[config.mk]
export PLATFORM = sky130hd
export DESIGN_NAME = sgp_port
export DESIGN_NICKNAME = d
export VERILOG_FILES = /design/src/sgp_pin_sync.v /design/src/sgp_pin_drive.v /design/src/sgp_port.v
export VERILOG_INCLUDE_DIRS = /design/src
export SDC_FILE = /design/constraint.sdc
export NUM_CORES = 1
export LEC_CHECK = 0
export BUFFER_PORTS_ARGS = -buffer_cell sky130_fd_sc_hd__buf_4
export CORE_ASPECT_RATIO = 1.75
export CORE_MARGIN = 2
export CORE_UTILIZATION = 38
export DETAILED_ROUTE_END_ITERATION = 8
export MAX_ROUTING_LAYER = met4
export PLACE_DENSITY_LB_ADDON = 0.05
export REMOVE_ABC_BUFFERS = 1
export SYNTH_ARGS = -nofsm -noshare
export SYNTH_HDL_FRONTEND = slang
export SYNTH_SLANG_ARGS = --single-unit
[constraint.sdc]
create_clock -name clock_in -period 1.45 [get_ports clock_in]
set_clock_uncertainty 0.15 [all_clocks]
set_input_delay 0.0725 -clock clock_in [delete_from_list [all_inputs] [get_ports clock_in]]
set_output_delay 0.0725 -clock clock_in [all_outputs]
set_load 0.01 [all_outputs]
[src/sgp_defs.vh]
/*
  Constants for the six-pin general purpose I/O port: register offsets,
  field positions, reset values and timing counts.
  Assumes inclusion by bare name from the port's design files.
*/
`ifndef SGP_DEFS_VH
`define SGP_DEFS_VH

`define SGP_ADDR_W 12
`define SGP_PINS 6

`define SGP_OFF_CONFIG 12'h1E0
`define SGP_OFF_DATA_DIR 12'h1E4
`define SGP_OFF_IRQ_STS_EN 12'h1E8
`define SGP_OFF_TOP_STATUS 12'h058
`define SGP_OFF_TOP_ENABLE 12'h05C

`define SGP_LOW_LSB 0
`define SGP_HIGH_LSB 16
`define SGP_TOP_EVENT_BIT 12

`define SGP_CONFIG_RST 32'h00000000
`define SGP_DATA_DIR_RST 32'h00000000
`define SGP_IRQ_STS_EN_RST 32'h00000000

`define SGP_CLK_PERIOD_NS 10
`define SGP_MIN_TRIGGER_NS 40
`define SGP_MIN_TRIGGER_CYC (`SGP_MIN_TRIGGER_NS / `SGP_CLK_PERIOD_NS)
`define SGP_SETTLE_CYC 3'h4

`endif

[src/sgp_pin_sync.v]
/*
  Three-stage input synchroniser for the six pins; a new level is
  accepted once the second and third stages agree.
  Assumes pins are asynchronous to clock_in.
*/
`timescale 1ns/10ps
`include "sgp_defs.vh"
module sgp_pin_sync (
  input wire clock_in,
  input wire reset_in,
  input wire [5:0] pin_in,
  output wire [5:0] level_out
);
  genvar i;
  generate
    for (i = 0; i < `SGP_PINS; i = i + 1) begin : g_pin
      reg s1_r;
      reg s2_r;
      reg s3_r;
      reg lvl_r;
      always @(posedge clock_in) begin
        if (reset_in) begin
          s1_r <= 1'b0;
          s2_r <= 1'b0;
          s3_r <= 1'b0;
          lvl_r <= 1'b0;
        end else begin
          s1_r <= pin_in[i];
          s2_r <= s1_r;
          s3_r <= s2_r;
          if (s2_r == s3_r) begin
            lvl_r <= s3_r;
          end
        end
      end
      assign level_out[i] = lvl_r;
    end
  endgenerate
endmodule

[src/sgp_pin_drive.v]
/*
  Output driver for the six pins: direction, open-drain or push-pull,
  and hand-over to the indicator function.
  Assumes indicator values arrive from the indicator logic outside.
*/
`timescale 1ns/10ps
`include "sgp_defs.vh"
module sgp_pin_drive (
  input wire clock_in,
  input wire reset_in,
  input wire [5:0] pin_direction_in,
  input wire [5:0] pin_driver_type_in,
  input wire [5:0] pin_data_value_in,
  input wire [5:0] indicator_enable_in,
  input wire [5:0] indicator_value_in,
  input wire [5:0] indicator_oe_in,
  output wire [5:0] pin_out,
  output wire [5:0] pin_oe_out
);
  reg [5:0] pin_r;
  reg [5:0] oe_r;
  genvar i;
  generate
    for (i = 0; i < `SGP_PINS; i = i + 1) begin : g_drv
      always @(posedge clock_in) begin
        if (reset_in) begin
          pin_r[i] <= 1'b0;
          oe_r[i] <= 1'b0;
        end else if (indicator_enable_in[i]) begin
          pin_r[i] <= indicator_value_in[i];
          oe_r[i] <= indicator_oe_in[i];
        end else if (!pin_direction_in[i]) begin
          pin_r[i] <= 1'b0;
          oe_r[i] <= 1'b0;
        end else if (pin_driver_type_in[i]) begin
          pin_r[i] <= pin_data_value_in[i];
          oe_r[i] <= 1'b1;
        end else begin
          pin_r[i] <= 1'b0;
          oe_r[i] <= ~pin_data_value_in[i];
        end
      end
    end
  endgenerate
  assign pin_out = pin_r;
  assign pin_oe_out = oe_r;
endmodule

[src/sgp_port.v]
/*
  Six-pin general purpose I/O port with its three registers, level
  interrupt flags and the GPIO event bit of the top interrupt status.
  Assumes a plain register port with read data one cycle after the
  strobe, and a board that resolves each pin from its output enable.
*/
// The strobed register port was decided locally.
`timescale 1ns/10ps
`include "sgp_defs.vh"
module sgp_port (
  input wire clock_in,
  input wire reset_in,
  input wire [11:0] reg_addr_in,
  input wire [31:0] reg_wdata_in,
  input wire reg_write_in,
  input wire reg_read_in,
  output wire [31:0] reg_rdata_out,
  input wire [5:0] pin_in,
  output wire [5:0] pin_out,
  output wire [5:0] pin_oe_out,
  input wire [5:0] indicator_enable_in,
  input wire [5:0] indicator_value_in,
  input wire [5:0] indicator_oe_in,
  output wire gpio_event_out,
  output wire irq_out
);
  reg [5:0] level_trigger_polarity_r;
  reg [5:0] pin_driver_type_r;
  reg [5:0] pin_direction_r;
  reg [5:0] pin_data_value_r;
  reg [5:0] irq_enable_r;
  reg [5:0] irq_flag_r;
  reg [5:0] irq_flag_nxt;
  reg top_event_enable_r;
  reg [31:0] rdata_r;
  reg [31:0] rdata_nxt;
  wire [5:0] pin_level;
  wire [5:0] trigger;
  wire [5:0] clear_mask;
  wire wr_config;
  wire wr_data_dir;
  wire wr_sts_en;
  wire wr_top_en;
  wire [5:0] data_view;
  wire event_any;
  reg [2:0] settle_r;
  wire settled;

  // Synchronised levels give about 40 ns of latency; glitches shorter than 20 ns may be missed
  sgp_pin_sync u_sync (
    .clock_in(clock_in),
    .reset_in(reset_in),
    .pin_in(pin_in),
    .level_out(pin_level)
  );

  sgp_pin_drive u_drive (
    .clock_in(clock_in),
    .reset_in(reset_in),
    .pin_direction_in(pin_direction_r),
    .pin_driver_type_in(pin_driver_type_r),
    .pin_data_value_in(pin_data_value_r),
    .indicator_enable_in(indicator_enable_in),
    .indicator_value_in(indicator_value_in),
    .indicator_oe_in(indicator_oe_in),
    .pin_out(pin_out),
    .pin_oe_out(pin_oe_out)
  );

  assign wr_config = reg_write_in && (reg_addr_in == `SGP_OFF_CONFIG);
  assign wr_data_dir = reg_write_in && (reg_addr_in == `SGP_OFF_DATA_DIR);
  assign wr_sts_en = reg_write_in && (reg_addr_in == `SGP_OFF_IRQ_STS_EN);
  assign wr_top_en = reg_write_in && (reg_addr_in == `SGP_OFF_TOP_ENABLE);

  // Synchroniser resets to zero, which would look like a low trigger on every
  // idle-high pin; flags stay quiet until its stages hold real pin levels
  always @(posedge clock_in) begin
    if (reset_in) begin
      settle_r <= 3'h0;
    end else if (settle_r != `SGP_SETTLE_CYC) begin
      settle_r <= settle_r + 3'h1;
    end
  end
  assign settled = (settle_r == `SGP_SETTLE_CYC);

  // Indicator pins never raise general I/O interrupts
  assign trigger = ~(pin_level ^ level_trigger_polarity_r) & ~indicator_enable_in
    & {6{settled}};
  assign clear_mask = wr_sts_en ? reg_wdata_in[5:0] : 6'h00;

  always @* begin
    // Set wins over clear, so a held level re-arms at once
    irq_flag_nxt = (irq_flag_r & ~clear_mask) | trigger;
  end

  always @(posedge clock_in) begin
    if (reset_in) begin
      level_trigger_polarity_r <= 6'h00;
      pin_driver_type_r <= 6'h00;
      pin_direction_r <= 6'h00;
      pin_data_value_r <= 6'h00;
      irq_enable_r <= 6'h00;
      irq_flag_r <= 6'h00;
      top_event_enable_r <= 1'b0;
    end else begin
      irq_flag_r <= irq_flag_nxt;
      if (wr_config) begin
        level_trigger_polarity_r <= reg_wdata_in[21:16];
        pin_driver_type_r <= reg_wdata_in[5:0];
      end
      if (wr_data_dir) begin
        pin_direction_r <= reg_wdata_in[21:16];
        pin_data_value_r <= reg_wdata_in[5:0];
      end
      if (wr_sts_en) begin
        irq_enable_r <= reg_wdata_in[21:16];
      end
      if (wr_top_en) begin
        top_event_enable_r <= reg_wdata_in[`SGP_TOP_EVENT_BIT];
      end
    end
  end

  assign data_view = (pin_direction_r & pin_data_value_r) | (~pin_direction_r & pin_level);
  assign event_any = |(irq_flag_r & irq_enable_r);

  always @* begin
    rdata_nxt = 32'h00000000;
    case (reg_addr_in)
      `SGP_OFF_CONFIG: begin
        rdata_nxt[21:16] = level_trigger_polarity_r;
        rdata_nxt[5:0] = pin_driver_type_r;
      end
      `SGP_OFF_DATA_DIR: begin
        rdata_nxt[21:16] = pin_direction_r;
        rdata_nxt[5:0] = data_view;
      end
      `SGP_OFF_IRQ_STS_EN: begin
        rdata_nxt[21:16] = irq_enable_r;
        rdata_nxt[5:0] = irq_flag_r;
      end
      `SGP_OFF_TOP_STATUS: begin
        rdata_nxt[`SGP_TOP_EVENT_BIT] = event_any;
      end
      `SGP_OFF_TOP_ENABLE: begin
        rdata_nxt[`SGP_TOP_EVENT_BIT] = top_event_enable_r;
      end
      default: begin
        rdata_nxt = 32'h00000000;
      end
    endcase
  end

  always @(posedge clock_in) begin
    if (reset_in) begin
      rdata_r <= 32'h00000000;
    end else if (reg_read_in) begin
      rdata_r <= rdata_nxt;
    end else begin
      rdata_r <= 32'h00000000;
    end
  end

  assign reg_rdata_out = rdata_r;
  assign gpio_event_out = event_any;
  assign irq_out = event_any & top_event_enable_r;
endmodule

==> run summary, run 1 <==
Run status - finished, violations left
Failing checks - setup timing
Post-DP HPWL - 6550 µm
Compound-Gate Fraction of Synth Area - 0.112
Xor and xnor area share after synthesis - 0.0162
MaxCap Viol Count - 0
Clk sink count - 89
Syn-to-layout area delta - 45.0%
First-pass GRT wire length - 15400 µm
Fill cells - 898
Leak - 2.38 nW
Antenna-violating nets left - 0
Hold Vio Cnt, Final - 0
RR Endpoint - irq_flag_r[4]
Post-synthesis simple-gate area fraction - 0.206
Layout Nets - 627
VDD IR-drop max - 0.000573 V
# IOs - 118
Reg power frac - 0.480
Final core utilization - 0.560
Met2 GRT Util - 0.337
Initial core utilization - 0.386
Hold path endpoint - top_event_enable_r
Final worst path period share - 1.06
Total core area - 9790 µm²
Overall routing resource usage - 0.190
CTS tree - done
Htree depth - 3
Gate count of the mapped netlist - 405
PnR worst setup slack - -87.3 ps
Path depth of the worst reg2reg path - 6
Post-synthesis adder-cell area fraction - 0.00662
GR peak layer - met2
Met1 usage in global routing - 0.208
Mux cell area share after synthesis - 0.114
RSZ-0062 raised after global routing - true
Area after DPL - 4540 µm²
Share of layout cells above drive strength 1 - 0.262
FF-to-FF Start - settle_r[0]
Clock latency on the worst-skew pair - 340 ps
Worst Path Max Fanout - 3
FMAX - 650 MHz
Finished Cell Area - 5480 µm²
Final Wtd Congestion - 0.761
Initial antenna violation count - 0
Clock transition at path regs - 60 ps
Crit. End Element - output port
Routed wire length - 9820 µm
Internal Pwr Total - 4.03 mW
CTS buffer count - 9
Comb power frac - 0.112
Critical Path Start Type - register
Slew Viols, Final - 0
Post-DR vias/cell - 4.79
Hold crit path type - in -> reg
Synth warn - 0
Hold Path Depth - 4
Grt ovf - 0
Met3 Use GR - 0.0359
# rows - 48
Post-route insts no fill - 683
Post-route setup TNS - -168 ps
Clk buf depth - 2
Vias in the first global route - 3212
CP startpoint - irq_flag_r[4]
Largest family of logic cells by synthesized area - simple AND/OR/NAND/NOR gates
Final setup vio count - 2
Sw Ratio - 0.233
Chip width - 79.4 µm
Initial DRC count - 109
Inserted Diodes - 0
PortBufs - 79
Library cells used by synthesis - 41
Setup slack, reg-to-reg - 80 ps
Post-Synthesis Cell Area - 3780 µm²
Die Area - 10800 µm²
Synth Register Bits - 89
# placed instances - 606
Residual DRC count - 0
Clk pwr share - 0.408
Crit path kind - reg -> out
Synth Area per Inst - 9.34 µm²
DR pass1 iterations - 6
DIE HEIGHT - 136 µm
Worst path required time - 1230 ps
CTS root buf - clkbuf_16
Largest net degree at the start of global routing - 51
Final min period - 1540 ps
Power Density - 960 nW/µm²
Sequential element share of the synthesized area - 0.471
Switch Pwr - 1.23 mW
Hold Startpoint - reg_addr_in[10]
Crit path arrival time - 1310 ps
Wire per inst - 14.4 µm
Number of flip-flops in the largest register - 13
Via Count - 3273
## metrics by stage
step	setup slack, ps	hold slack, ps	power (mW)
6_report	-87.3	5.49	5.26
5_1_grt	-126	30.9	5.47
4_1_cts	-59.7	-8.66	5.31
3_5_place_dp	-13.3	140	3.05
3_3_place_gp	-22.8	133	3.04
2_1_floorplan	-60.9	-8.43	2.75
## logic make-up after synthesis
logic type | after synthesis
AO/OA/AOI/OAI | 63
buffers and inverters | 50
multiplexers | 43
adder cells (fa/ha/maj) | 2
other | 1
AND/OR/NAND/NOR | 150
flip-flops | 89
XOR/XNOR | 7
## layout by cell type (no fill, tap or decap), drive strengths merged, types with 3 or more instances in the layout
cell type    synthesis  routed
nand4b               3       3
nand4                6       6
o221a                6       6
clkbuf              15      12
nand2               67      67
a21oi               25      25
inv                  9       9
nor2                22      22
nand2b               3       3
nor2b               20      20
mux2i               43      43
buf                 26     106
a2bb2oi              6       6
conb                 1      19
dfxtp               89      89
clkinv               0       4
o211ai               3       3
a211o                6       6
a22oi                3       3
xor2                 6       6
o21ai               11      11
dlygate4sd3          0      53
nand3b              13      13
## critical path, cell delays in order (launching register included)
cell and delay, ps:
dfxtp_1 340, a22oi_2 230, nand3_2 130, buf_4 150
buf_4 130
## power groups by stage
stage | combinational (mW) | sequential (mW) | clock, mW
after floorplan | 0.175 | 2.58 | 0
after global placement | 0.460 | 2.58 | 0
after detailed placement | 0.469 | 2.58 | 0
after CTS | 0.581 | 2.52 | 2.20
after global routing | 0.650 | 2.53 | 2.29
final | 0.591 | 2.52 | 2.15
## worst max-delay path by stage
stage	depth (start not counted)	endpoint	slack [ps]
floorplan	3	irq_flag_r[2]	-60
global placement	4	top_event_enable_r	-20
detailed placement	4	top_event_enable_r	-10
CTS	4	gpio_event_out	-60
global route	4	gpio_event_out	-130
finish	4	gpio_event_out	-90
## synth_stat cells, drive strengths merged
| cell type | n | area [µm²] |
|---|---|---|
| a211o | 6 | 52.6 |
| a21oi | 25 | 125 |
| a22oi | 3 | 22.5 |
| a2bb2oi | 6 | 52.6 |
| a31oi | 1 | 6.26 |
| and2 | 2 | 12.5 |
| and3b | 2 | 17.5 |
| and4 | 1 | 8.76 |
| and4b | 1 | 10.0 |
| buf | 26 | 186 |
| clkbuf | 15 | 56.3 |
| conb | 1 | 3.75 |
| dfxtp | 89 | 1780 |
| ha | 2 | 25.0 |
| inv | 9 | 33.8 |
| mux2i | 43 | 430 |
| nand2 | 67 | 251 |
| nand2b | 3 | 18.8 |
| nand3 | 2 | 10.0 |
| nand3b | 13 | 97.6 |
| nand4 | 6 | 37.5 |
| nand4b | 3 | 26.3 |
| nor2 | 22 | 82.6 |
| nor2b | 20 | 125 |
| nor3 | 2 | 10.0 |
| nor3b | 1 | 7.51 |
| nor4 | 1 | 12.5 |
| nor4b | 1 | 23.8 |
| o2111a | 1 | 11.3 |
| o211ai | 3 | 22.5 |
| o21ai | 11 | 55.1 |
| o221a | 6 | 67.6 |
| o31ai | 1 | 7.51 |
| or3 | 1 | 6.26 |
| or4b | 1 | 10.0 |
| or4bb | 1 | 11.3 |
| xnor2 | 1 | 8.76 |
| xor2 | 6 | 52.6 |
## layout make-up
type | instances | area [µm²] | area share
multi-input combinational | 284 | 1830 | 0.333
sequential | 89 | 1790 | 0.327
timing repair buffer | 160 | 1400 | 0.255
clock buffer | 11 | 243 | 0.0443
tap | 125 | 156 | 0.0285
inverter | 9 | 33.8 | 0.00616
clock inverter | 5 | 31.3 | 0.00570
## repair_timing
action | 4_1_cts | 5_1_grt
resized for setup | 10 | 11
setup buffers | 4 | 3
gates cloned | 0 | 1
setup endpoints to repair | 2 | 13
hold endpoints to repair | 60 | 0
hold buffers | 53 | 0
pin swaps | 4 | 2
## routing by layer
| layer | vias up | share of wire |
|---|---|---|
| met5 | - | 0 |
| met4 | 0 | 0.025 |
| met3 | 17 | 0.045 |
| met2 | 88 | 0.52 |
| met1 | 1517 | 0.40 |
| li1 | 1651 | - |
Note: power is estimated with default switching activity, not from simulation.
==> inputs of run 2 (changes only) <==
--- a/config.mk
+++ b/config.mk
@@ -6,6 +6,7 @@
 export SDC_FILE = /design/constraint.sdc
 export NUM_CORES = 1
 export LEC_CHECK = 0
+export ABC_AREA = 1
 export BUFFER_PORTS_ARGS = -buffer_cell sky130_fd_sc_hd__buf_4
 export CORE_ASPECT_RATIO = 1.75
 export CORE_MARGIN = 2
==> run summary, run 2 <==
Place WS - 46.7 ps
Wire per inst - 12.3 µm
Critical Path Start Type - register
Comb power frac - 0.130
Post-synth top area share - 0.449
Post-synth top cells - 115 x nand2_1, 112 x nor2_1, 89 x dfxtp_1
Hold Startpoint - indicator_enable_in[2]
Crit path arrival time - 1300 ps
Primary FF master, synth - dfxtp_1
First-pass GRT wire length - 16800 µm
Top delay family on crit path - simple AND/OR/NAND/NOR gates
Clock transition at path regs - 60 ps
Total core area - 10200 µm²
# placed instances - 766
Final Wtd Congestion - 0.775
Final setup vio count - 2
RSZ-0062 raised after global routing - true
Crit path cell chain - nand2_2 -> nand3_2 -> nand3b_1 -> inv_1 -> nor2_1 -> buf_4
Initial DRC count - 151
Worst path required time - 1230 ps
Smallest hold slack - -89.8 ps
VDD IR-drop max - 0.000757 V
Clk sink count - 89
Die Area - 11300 µm²
Largest net degree at the start of global routing - 32
Clk buf depth - 2
Reg power frac - 0.460
Crit path kind - reg -> out
Largest cells by area after synthesis - dfxtp_1 45%, nand2_1 11%, nor2_1 11%
Post-route insts no fill - 837
DR pass1 iterations - 4
Area after DPL - 4740 µm²
Overall routing resource usage - 0.199
Worst path max stage delay - 320 ps
Failing checks - hold timing, setup timing
Switch Pwr - 1.38 mW
Internal Pwr Total - 4.32 mW
Commonest non-fill, non-tap cell in the layout - nor2_1
Synth Area per Inst - 7.12 µm²
CTS root buf - clkbuf_16
Clk pwr share - 0.410
Initial antenna violation count - 0
Residual DRC count - 0
Layout Nets - 779
Routed wire length - 10300 µm
Crit. End Element - output port
Most frequent cell after synthesis - nand2_1
Worst Path Max Fanout - 3
Area leader, netlist - dfxtp_1
Post-DP HPWL - 7090 µm
CTS buffer count - 9
Run status - finished, violations left
Leak - 2.49 nW
Worst path slowest cell - dfxtp_2
Library cells used by synthesis - 26
MaxCap Viol Count - 0
Sequential element share of the synthesized area - 0.449
Synth warn - 0
Number of flip-flops in the largest register - 13
DIE HEIGHT - 139 µm
Final core utilization - 0.551
Chip width - 81.3 µm
CP startpoint - irq_enable_r[2]
Syn-to-layout area delta - 42.1%
Power Density - 1010 nW/µm²
Vias in the first global route - 3585
Synth Register Bits - 89
Critical path buffer and inverter count - 2
Final worst path period share - 1.05
Slew Viols, Final - 0
Hold crit path type - in -> reg
# IOs - 118
Share of layout cells above drive strength 1 - 0.228
Initial core utilization - 0.388
Post-DR vias/cell - 4.47
Post-Synthesis Cell Area - 3970 µm²
Inserted Diodes - 0
Grt ovf - 0
Antenna-violating nets left - 0
Clock latency on the worst-skew pair - 340 ps
PortBufs - 79
Gate count of the mapped netlist - 558
PnR worst setup slack - -75.8 ps
# rows - 49
FMAX - 655 MHz
Finished Cell Area - 5640 µm²
Final min period - 1530 ps
Via Count - 3741
CTS tree - done
Sw Ratio - 0.242
Most frequent cells in the layout - 112 x nor2_1, 111 x nand2_1, 101 x buf_4
FF-to-FF Start - settle_r[0]
Hold Vio Cnt, Final - 3
Number of synthesized flops with an enable pin - 0
Ys async rst share - 0
Htree depth - 3
Post-route setup TNS - -80.3 ps
==> run 2: cell count changes after synthesis, sizes merged, moves of 12 or more <==
cell / delta
nand3b: -12
mux2i: -43
nor2: +101
nor2b: -20
inv: +66
nand2: +53
nand3: +30
o21ai: +16
==> run 2: power groups by stage <==
stage          clock [mW]  combinational [mW]  sequential [mW]
5_1_grt              2.52               0.828             2.62
2_1_floorplan           0               0.264             2.65
4_1_cts              2.41               0.668             2.60
3_3_place_gp            0               0.519             2.65
6_report             2.34               0.743             2.62
3_5_place_dp            0               0.531             2.65
==> run 2: worst register-to-register path, delay by kind of cell (launching register included) <==
kind | cells | cell delay (ps)
AND/OR/NAND/NOR | 2 | 250
adder cells (fa/ha/maj) | 1 | 150
buffers and inverters | 2 | 280
AO/OA/AOI/OAI | 1 | 70
flip-flops | 1 | 370
==> run 2: cell type report <==
cell class,instances,area [µm²]
multi-input combinational,376,1780
sequential,89,1800
timing repair buffer,153,1320
tap,127,159
clock inverter,5,55.1
fill,1016,4590
inverter,76,292
clock buffer,11,243
==> run 2: kinds of logic after synthesis <==
| family | count (synthesis) | share of synthesized area |
|---|---|---|
| AND/OR/NAND/NOR | 284 | 0.310 |
| flip-flops | 89 | 0.449 |
| other | 1 | 0.000944 |
| buffers and inverters | 111 | 0.134 |
| adder cells (fa/ha/maj) | 2 | 0.00630 |
| XOR/XNOR | 6 | 0.0132 |
| AO/OA/AOI/OAI | 65 | 0.0866 |
==> run 2: path summary, 6_finish.rpt <==
kind | to | slack [ps] | depth (start not counted)
setup reg to reg | irq_flag_r[4] | 60 | 6
hold reg to reg | u_sync.g_pin[1].s2_r | 250 | 2
setup / recovery | irq_out | -80 | 6
hold / removal | u_drive.pin_oe_out[2] | -90 | 4
==> run 2: layer usage <==
layer  share of wire  wire [µm]  vias up  track usage
li1                -          -     1976            -
met1            0.43       4380     1660        0.234
met2            0.51       5250       95        0.336
met3           0.050        511       10       0.0311
met4           0.015        157        0       0.0723
met5               0          0        -            -
==> run 2: per-stage QoR <==
stage	total power, mW	hold slack [ps]
after floorplan	2.91	-8.43
after global placement	3.17	126
after detailed placement	3.18	132
after CTS	5.67	1.14
after global routing	5.97	21.3
final	5.70	-89.8
==> run 2: timing repair <==
item / CTS / global route
endpoints found under the setup margin: 2 / 15
buffers inserted: 6 / 1
hold buffers: 51 / 0
resized for setup: 9 / 23
gates cloned: 0 / 0
endpoints found under the hold margin: 56 / 0
pin swaps: 3 / 5
